`src/verilog/htr_pkg.sv`:
```
// Constants and types shared by the humidity and temperature readout target
package htr_pkg;

  // ----------------------------------------
  // Bus addressing and commands
  // ----------------------------------------
  localparam logic [6:0] TARGET_ADDR = 7'h38;
  localparam logic [7:0] CMD_STATUS = 8'h71;
  localparam logic [7:0] CMD_TRIGGER = 8'hAC;
  localparam logic [7:0] TRIG_PARAM1 = 8'h33;
  localparam logic [7:0] TRIG_PARAM2 = 8'h00;
  localparam logic [7:0] IDLE_BYTE = 8'hFF;

  // ----------------------------------------
  // Status byte layout
  // ----------------------------------------
  localparam int STAT_BUSY_BIT = 7;
  localparam int STAT_CAL_BIT = 3;
  localparam logic [7:0] STAT_CAL_MASK = 8'h18;

  // ----------------------------------------
  // Checksum
  // ----------------------------------------
  localparam logic [7:0] CRC_INIT = 8'hFF;
  localparam logic [7:0] CRC_POLY = 8'h31;
  localparam logic [2:0] CRC_IDX = 3'h6;

  // ----------------------------------------
  // Timing
  // ----------------------------------------
  localparam int CLK_MHZ = 250;
  localparam int POWERUP_MS = 100;
  localparam int MEAS_MS = 80;
  localparam int POWERUP_CYCLES = POWERUP_MS * CLK_MHZ * 1000;
  localparam int MEAS_CYCLES = MEAS_MS * CLK_MHZ * 1000;
  localparam int CNT_W = 25;

  // ----------------------------------------
  // Link state machine
  // ----------------------------------------
  typedef enum logic [2:0] {
    ST_IDLE,
    ST_ADDR,
    ST_ACK,
    ST_WRITE,
    ST_READ,
    ST_RDACK,
    ST_IGNORE
  } htr_state_t;

endpackage : htr_pkg

```
`src/verilog/htr_crc8.sv`:
```
// One byte step of the checksum over a data byte
`timescale 1ns/10ps

module htr_crc8 (
  // Running value in
  input wire logic [7:0] crc_in,
  // Byte to fold in
  input wire logic [7:0] data_in,
  // Updated value
  output logic [7:0] crc_out
);

  logic [7:0] c;

  always_comb begin
    c = crc_in ^ data_in;
    for (int i = 0; i < 8; i++) begin
      if (c[7]) begin
        c = {c[6:0], 1'b0} ^ htr_pkg::CRC_POLY;
      end else begin
        c = {c[6:0], 1'b0};
      end
    end
    crc_out = c;
  end

endmodule : htr_crc8

```
`src/verilog/htr_readout.sv`:
```
// Two-wire target that serves status, raw humidity and temperature, and checksum
`timescale 1ns/10ps

// Notes on behaviour
// - Data falling with clock high starts transfer
// - Data rising with clock high stops transfer
// - First byte: address 0x38 plus direction
// - Target pulls data low in acknowledge slot
// - Status: bit 7 busy, bit 3 calibrated
// - Host waits, polls busy, then reads six
// - Seventh byte offered is the checksum
// - Checksum: CRC-8, init 0xFF, poly 0x31
module htr_readout #(
  parameter int POWERUP_CYCLES = htr_pkg::POWERUP_CYCLES,
  parameter int MEAS_CYCLES = htr_pkg::MEAS_CYCLES
) (
  // Clock and reset
  input wire logic CLOCK,
  input wire logic RESET,
  // Serial clock pin
  input wire logic SCL_IN,
  output logic SCL_OUT,
  output logic SCL_OE,
  // Serial data pin
  input wire logic SDA_IN,
  output logic SDA_OUT,
  output logic SDA_OE,
  // Measurement source
  input wire logic [19:0] HUMIDITY_RAW,
  input wire logic [19:0] TEMPERATURE_RAW,
  input wire logic CALIBRATED,
  // Status
  output logic READY,
  output logic BUSY,
  output logic MEASURE_START
);

  // ----------------------------------------
  // Byte selection for reads
  // ----------------------------------------
  function automatic logic [7:0] read_byte(
    input logic [2:0] idx,
    input logic [7:0] status,
    input logic [19:0] hum,
    input logic [19:0] tmp,
    input logic [7:0] crc
  );
    logic [7:0] b;
    b = htr_pkg::IDLE_BYTE;
    unique case (idx)
      3'h0: b = status;
      3'h1: b = hum[19:12];
      3'h2: b = hum[11:4];
      3'h3: b = {hum[3:0], tmp[19:16]};
      3'h4: b = tmp[15:8];
      3'h5: b = tmp[7:0];
      3'h6: b = crc;
      3'h7: b = htr_pkg::IDLE_BYTE;
    endcase
    return b;
  endfunction : read_byte

  // ----------------------------------------
  // State
  // ----------------------------------------
  logic scl_m_reg, scl_s_reg, scl_q_reg;
  logic sda_m_reg, sda_s_reg, sda_q_reg;
  htr_pkg::htr_state_t state_reg, state_next;
  logic [3:0] bit_cnt_reg, bit_cnt_next;
  logic [7:0] shift_reg, shift_next;
  logic [7:0] tx_reg, tx_next;
  logic is_read_reg, is_read_next;
  logic acked_reg, acked_next;
  logic [2:0] rd_idx_reg, rd_idx_next;
  logic [1:0] wr_idx_reg, wr_idx_next;
  logic trig_ok_reg, trig_ok_next;
  logic sda_oe_reg, sda_oe_next;
  logic [7:0] crc_reg, crc_next;
  logic busy_reg, busy_next;
  logic ready_reg, ready_next;
  logic start_reg, start_next;
  logic [htr_pkg::CNT_W-1:0] pwr_cnt_reg, pwr_cnt_next;
  logic [htr_pkg::CNT_W-1:0] meas_cnt_reg, meas_cnt_next;
  logic [19:0] hum_reg, hum_next;
  logic [19:0] tmp_reg, tmp_next;

  logic scl_rise, scl_fall, bus_start, bus_stop;
  logic load_tx, trig_fire;
  logic [7:0] status_byte, next_byte, crc_step;

  // Edges only from the second stage onward, never the first
  assign scl_rise = scl_s_reg && !scl_q_reg;
  assign scl_fall = !scl_s_reg && scl_q_reg;
  assign bus_start = scl_s_reg && scl_q_reg && sda_q_reg && !sda_s_reg;
  assign bus_stop = scl_s_reg && scl_q_reg && !sda_q_reg && sda_s_reg;

  always_comb begin
    status_byte = 8'h00;
    status_byte[htr_pkg::STAT_BUSY_BIT] = busy_reg;
    status_byte[htr_pkg::STAT_CAL_BIT] = CALIBRATED;
  end

  assign next_byte = read_byte(rd_idx_reg, status_byte, hum_reg, tmp_reg, crc_reg);

  htr_crc8 htr_crc8_inst (
    .crc_in(crc_reg),
    .data_in(next_byte),
    .crc_out(crc_step)
  );

  // ----------------------------------------
  // Next state
  // ----------------------------------------
  always_comb begin
    state_next = state_reg;
    bit_cnt_next = bit_cnt_reg;
    shift_next = shift_reg;
    tx_next = tx_reg;
    is_read_next = is_read_reg;
    acked_next = acked_reg;
    rd_idx_next = rd_idx_reg;
    wr_idx_next = wr_idx_reg;
    trig_ok_next = trig_ok_reg;
    sda_oe_next = sda_oe_reg;
    crc_next = crc_reg;
    busy_next = busy_reg;
    ready_next = ready_reg;
    start_next = 1'b0;
    pwr_cnt_next = pwr_cnt_reg;
    meas_cnt_next = meas_cnt_reg;
    hum_next = hum_reg;
    tmp_next = tmp_reg;
    load_tx = 1'b0;
    trig_fire = 1'b0;

    // Power-up delay; no address is answered before it ends
    if (!ready_reg) begin
      if (pwr_cnt_reg == htr_pkg::CNT_W'(POWERUP_CYCLES - 1)) begin
        ready_next = 1'b1;
      end else begin
        pwr_cnt_next = pwr_cnt_reg + 1'b1;
      end
    end

    if (bus_stop) begin
      state_next = htr_pkg::ST_IDLE;
      sda_oe_next = 1'b0;
    end else if (bus_start) begin
      state_next = htr_pkg::ST_ADDR;
      bit_cnt_next = 4'h0;
      wr_idx_next = 2'h0;
      trig_ok_next = 1'b0;
      sda_oe_next = 1'b0;
    end else begin
      unique case (state_reg)
        htr_pkg::ST_IDLE, htr_pkg::ST_IGNORE: begin
          sda_oe_next = 1'b0;
        end
        htr_pkg::ST_ADDR, htr_pkg::ST_WRITE: begin
          if (scl_rise) begin
            shift_next = {shift_reg[6:0], sda_s_reg};
            bit_cnt_next = bit_cnt_reg + 1'b1;
          end
          if (scl_fall && bit_cnt_reg == 4'h8) begin
            bit_cnt_next = 4'h0;
            if (state_reg == htr_pkg::ST_ADDR) begin
              if (shift_reg[7:1] == htr_pkg::TARGET_ADDR && ready_reg) begin
                sda_oe_next = 1'b1;
                is_read_next = shift_reg[0];
                rd_idx_next = 3'h0;
                crc_next = htr_pkg::CRC_INIT;
                state_next = htr_pkg::ST_ACK;
              end else begin
                state_next = htr_pkg::ST_IGNORE;
              end
            end else begin
              sda_oe_next = 1'b1;
              state_next = htr_pkg::ST_ACK;
              unique case (wr_idx_reg)
                2'h0: trig_ok_next = (shift_reg == htr_pkg::CMD_TRIGGER);
                2'h1: trig_ok_next = trig_ok_reg && (shift_reg == htr_pkg::TRIG_PARAM1);
                2'h2: trig_fire = trig_ok_reg && (shift_reg == htr_pkg::TRIG_PARAM2);
                2'h3: trig_ok_next = 1'b0;
              endcase
              if (wr_idx_reg != 2'h3) begin
                wr_idx_next = wr_idx_reg + 1'b1;
              end
            end
          end
        end
        htr_pkg::ST_ACK: begin
          if (scl_fall) begin
            if (is_read_reg) begin
              load_tx = 1'b1;
            end else begin
              sda_oe_next = 1'b0;
              state_next = htr_pkg::ST_WRITE;
            end
          end
        end
        htr_pkg::ST_READ: begin
          if (scl_fall) begin
            if (bit_cnt_reg == 4'h7) begin
              sda_oe_next = 1'b0;
              state_next = htr_pkg::ST_RDACK;
            end else begin
              tx_next = {tx_reg[6:0], 1'b0};
              sda_oe_next = !tx_reg[6];
              bit_cnt_next = bit_cnt_reg + 1'b1;
            end
          end
        end
        htr_pkg::ST_RDACK: begin
          if (scl_rise) begin
            acked_next = !sda_s_reg;
          end
          if (scl_fall) begin
            if (acked_reg) begin
              load_tx = 1'b1;
            end else begin
              state_next = htr_pkg::ST_IGNORE;
            end
          end
        end
      endcase
    end

    // Next read byte goes out right after the falling edge
    if (load_tx) begin
      tx_next = next_byte;
      sda_oe_next = !next_byte[7];
      bit_cnt_next = 4'h0;
      state_next = htr_pkg::ST_READ;
      if (rd_idx_reg < htr_pkg::CRC_IDX) begin
        crc_next = crc_step;
      end
      if (rd_idx_reg != 3'h7) begin
        rd_idx_next = rd_idx_reg + 1'b1;
      end
    end

    // Conversion timer; a trigger while busy is dropped
    if (busy_reg) begin
      if (meas_cnt_reg == htr_pkg::CNT_W'(MEAS_CYCLES - 1)) begin
        busy_next = 1'b0;
        hum_next = HUMIDITY_RAW;
        tmp_next = TEMPERATURE_RAW;
      end else begin
        meas_cnt_next = meas_cnt_reg + 1'b1;
      end
    end else if (trig_fire) begin
      busy_next = 1'b1;
      meas_cnt_next = '0;
      start_next = 1'b1;
    end
  end

  // ----------------------------------------
  // Registers
  // ----------------------------------------
  always_ff @(posedge CLOCK) begin
    if (RESET) begin
      scl_m_reg <= 1'b1;
      scl_s_reg <= 1'b1;
      scl_q_reg <= 1'b1;
      sda_m_reg <= 1'b1;
      sda_s_reg <= 1'b1;
      sda_q_reg <= 1'b1;
      state_reg <= htr_pkg::ST_IDLE;
      bit_cnt_reg <= 4'h0;
      shift_reg <= 8'h00;
      tx_reg <= 8'h00;
      is_read_reg <= 1'b0;
      acked_reg <= 1'b0;
      rd_idx_reg <= 3'h0;
      wr_idx_reg <= 2'h0;
      trig_ok_reg <= 1'b0;
      sda_oe_reg <= 1'b0;
      crc_reg <= htr_pkg::CRC_INIT;
      busy_reg <= 1'b0;
      ready_reg <= 1'b0;
      start_reg <= 1'b0;
      pwr_cnt_reg <= '0;
      meas_cnt_reg <= '0;
      hum_reg <= 20'h0_0000;
      tmp_reg <= 20'h0_0000;
    end else begin
      scl_m_reg <= SCL_IN;
      scl_s_reg <= scl_m_reg;
      scl_q_reg <= scl_s_reg;
      sda_m_reg <= SDA_IN;
      sda_s_reg <= sda_m_reg;
      sda_q_reg <= sda_s_reg;
      state_reg <= state_next;
      bit_cnt_reg <= bit_cnt_next;
      shift_reg <= shift_next;
      tx_reg <= tx_next;
      is_read_reg <= is_read_next;
      acked_reg <= acked_next;
      rd_idx_reg <= rd_idx_next;
      wr_idx_reg <= wr_idx_next;
      trig_ok_reg <= trig_ok_next;
      sda_oe_reg <= sda_oe_next;
      crc_reg <= crc_next;
      busy_reg <= busy_next;
      ready_reg <= ready_next;
      start_reg <= start_next;
      pwr_cnt_reg <= pwr_cnt_next;
      meas_cnt_reg <= meas_cnt_next;
      hum_reg <= hum_next;
      tmp_reg <= tmp_next;
    end
  end

  // ----------------------------------------
  // Outputs
  // ----------------------------------------
  // Open drain: only ever pulls low, clock is never stretched
  assign SCL_OUT = 1'b0;
  assign SCL_OE = 1'b0;
  assign SDA_OUT = 1'b0;
  assign SDA_OE = sda_oe_reg;
  assign READY = ready_reg;
  assign BUSY = busy_reg;
  assign MEASURE_START = start_reg;

endmodule : htr_readout

```
`config.mk`:
```
export PLATFORM = sky130hd
export DESIGN_NAME = htr_readout
export DESIGN_NICKNAME = d
export VERILOG_FILES = /design/src/verilog/htr_pkg.sv /design/src/verilog/htr_crc8.sv /design/src/verilog/htr_readout.sv
export SDC_FILE = /design/constraint.sdc
export NUM_CORES = 1
export LEC_CHECK = 0
export ABC_AREA = 1
export BUFFER_PORTS_ARGS = -buffer_cell sky130_fd_sc_hd__buf_4
export CAP_MARGIN = 15
export CORE_MARGIN = 4
export CORE_UTILIZATION = 42
export CTS_CLUSTER_DIAMETER = 150
export DETAILED_ROUTE_END_ITERATION = 7
export GPL_ROUTABILITY_DRIVEN = 0
export PLACE_DENSITY = 0.65
export RECOVER_POWER = 50
export SYNTH_ARGS = -nofsm -noshare
export SYNTH_HDL_FRONTEND = slang
export SYNTH_SLANG_ARGS = --single-unit
```
`constraint.sdc`:
```
create_clock -name CLOCK -period 2.5 [get_ports CLOCK]
set_input_delay 0.125 -clock CLOCK [delete_from_list [all_inputs] [get_ports CLOCK]]
set_output_delay 0.125 -clock CLOCK [all_outputs]
set_load 0.01 [all_outputs]
```
==> results.ini <==
[status]
outcome=finished, final reports clean

[critical_path]
path_class=reg2reg
worst-path-max-fanout=6
crit_arrival_ns=2.57
crit_top_cell=nand2_1
rr_endpoint=crc_reg[5]
reg2reg_slack_ns=0.25
slowest_delay_ns=0.35
crit_path_top_delay_cell=dfxtp_2
path_cells=ha_1 > ha_1 > inv_2 > nand3_1 > nor2_1 > nand2_1 > nand2_1 > nand2_1 > nand2_1 > nand3_1 > nand2_1 > nand2_1 > nand2_2 > nand2_1 > nand2_1 > nand2_1 > nand2_1 > nand2_1
reg2reg_from=rd_idx_reg[0]
worst_r2r_path_depth=18
crit_required_ns=2.81
crit_path_end_kind=flop
start_kind=flop

[synth]
ys_warn_count=0
async_reset_ff_share_pct=0
synth.yosys.seq_area_share_pct=35.93
synth_top_area_share_pct=35.93
synthFlopType=dfxtp_1
syn_inst=1148
yosysMostFrequentCell=nand2_1
netlist_area_um2=7689
ys_top_cells_by_area=dfxtp_1, nand2_1, a21oi_1
ys_types=49
synth-edff-count=0
netlist_top_cells_count=nand2_1, inv_1, dfxtp_1, a21oi_1, nor2_1
avgSynthCellArea_um2=6.697
synth.largest_area_cell=dfxtp_1
ys_ff_latch=138

[worst_hold_path]
hold_start=HUMIDITY_RAW[4]
hp-class=in2reg
worstHoldEndpoint=hum_reg[4]
holdPathStages=3

[drt]
first_pass_iters=5
drc=0
drt_iter0_markers=546
wl_per_cell_um=13.16
wl_um=19080
via_per_inst=5.083
vias=7371
drtAntennaViolNets=0

[place]
dp_slack_ns=0.1183
portBuffers=48
dp_hpwl_um=13850

[cells_and_area]
final_layout_size_suffix_gt1_share_pct=11.14
fin_nets=1267
insertedDiodeCount=0
area_growth_pct=17.33
final_util_pct=50.22

[sta]
fin_crit_sh_pct=90.09
rsz0062_at_grt=false
worst_pin_slew_ns=0.7491
layout_setup_ws_ns=0.2477
setup_viol=0
tns_ns=0
slew_headroom_pct=50.00
skew_ns=0.007955
max_freq_mhz=444.0
final_hold_viol_count=0
slew_viol_final=0
fin_crit_ns=2.252

[grt]
gr-usage-met3_pct=3.361
overflow=0
grt_max_degree=81
busiest_layer=met2
grt_pass1_vias=6734
use_met2_pct=29.50
antenna_found_initial=0
grt_pass1_wl_um=31990
track_usage_pct=19.00
grt.met1_usage_pct=26.71

[power_and_ir_drop]
fin_total_pwr_uw=5243
p_leak_uw=0.003532
power.density_nw_per_um2=581.1
vdd_drop_max_v=0.0004823

[cts]
cts_made_buffers=17
clk_path_buf_depth=2
numClockSinks=138
cts_tree=done
clk_pin_slew_worst_paths_ns=0.06
cts_max_level=4
root_buffer=clkbuf_16
clk_latency_ns=0.42

[floorplan]
core.rowCount=49
start_util_pct=42.80
pin_count=52
die_h_um=143.3
fp.coreArea_um2=17960
fp.dieArea_um2=20530
die-width_um=143.3

[job]
max_cap_viol_count=0

critical path: cells and delay by family, from the launching register on:
family | cells | cell delay (ns)
DFF | 1 | 0.35
buffers and inverters | 1 | 0.11
and+or+nand+nor | 15 | 1.23
adders and majority gates | 2 | 0.45
cells by family (layout without fill, tap and decap cells):
family                     Yosys count  after routing  share of synthesized area (%)
buffers and inverters              196            267                          10.35
DFF                                138            138                          35.93
xor gates and xnor gates            32             32                          4.003
adders and majority gates           14             14                          2.278
AOI/OAI and AO/OA                  228            228                          16.18
other                                1              3                        0.04877
and+or+nand+nor                    539            539                          31.21
area by class of cell:
cell class | instances | area (um2)
multi-input combinational | 816 | 4155
timing repair buffer | 82 | 649.4
sequential | 138 | 2765
clock inverter | 13 | 142.6
fill | 1766 | 8942
clock buffer | 19 | 442.9
inverter | 153 | 579.3
tap | 229 | 286.5
metrics by stage:
step | cell area (um2) | hold slack, ns | std cells
4_1_cts | 9027 | 0.002089 | 1449
6_report | 9021 | 0.005757 | 1450
3_5_place_dp | 8242 | 0.3136 | 1397
5_1_grt | 9021 | 0.01021 | 1450
2_1_floorplan | 7696 | 0.2288 | 1150
3_3_place_gp | 8242 | 0.3104 | 1397
how the worst max path moves through the flow:
stage / slack [ns] / endpoint / from / depth (start not counted)
floorplan: 0.47 / crc_reg[5] / rd_idx_reg[1] / 16
global placement: 0.22 / crc_reg[5] / rd_idx_reg[1] / 19
detailed placement: 0.12 / crc_reg[0] / rd_idx_reg[1] / 18
CTS: 0.09 / crc_reg[5] / rd_idx_reg[1] / 18
global route: 0.002 / crc_reg[4] / rd_idx_reg[1] / 17
finish: 0.25 / crc_reg[5] / rd_idx_reg[0] / 18
layout by cell type, fill, tap and decap left out, drive strengths merged, types with 2 or more instances in the layout:
| cell | synthesis | layout |
|---|---|---|
| nand2 | 268 | 268 |
| dfxtp | 138 | 138 |
| nand4 | 24 | 24 |
| o21ai | 84 | 84 |
| bufinv | 0 | 2 |
| nor2 | 114 | 114 |
| clkinvlp | 0 | 5 |
| xnor2 | 7 | 7 |
| inv | 153 | 155 |
| dlygate4sd3 | 0 | 20 |
| xor2 | 23 | 23 |
| clkbuf | 24 | 29 |
| ha | 14 | 14 |
| o21a | 2 | 2 |
| a31oi | 3 | 3 |
| buf | 19 | 52 |
| clkinv | 0 | 4 |
| a21oi | 109 | 109 |
| nor3 | 32 | 32 |
| o211ai | 13 | 13 |
| nor3b | 4 | 4 |
| a211oi | 4 | 4 |
| nand3 | 69 | 69 |
| conb | 1 | 3 |
| xnor3 | 2 | 2 |
| o22ai | 4 | 4 |
| nor4 | 17 | 17 |
| or2 | 10 | 10 |
power breakdown:
group	internal [uW]	switching, uW	leakage (uW)	total, uW
Combinational	190	277	0.00214	468
Clock	1500	986	0.000272	2480
Sequential	2250	43.8	0.00112	2290
Total	3940	1310	0.00353	5240
timing repair:
action,4_1_cts,5_1_grt
hold endpoints to repair,20,0
setup endpoints to repair,0,8
hold buffers,20,0
buffers inserted,0,1
resized for setup,0,8
routing by layer:
metal,up-vias,wire (um)
met2,175,8352
met1,3292,9357
li1,3879,-
met3,25,1004
met4,0,364
met5,-,0
Power figures use the tool's default switching activity.
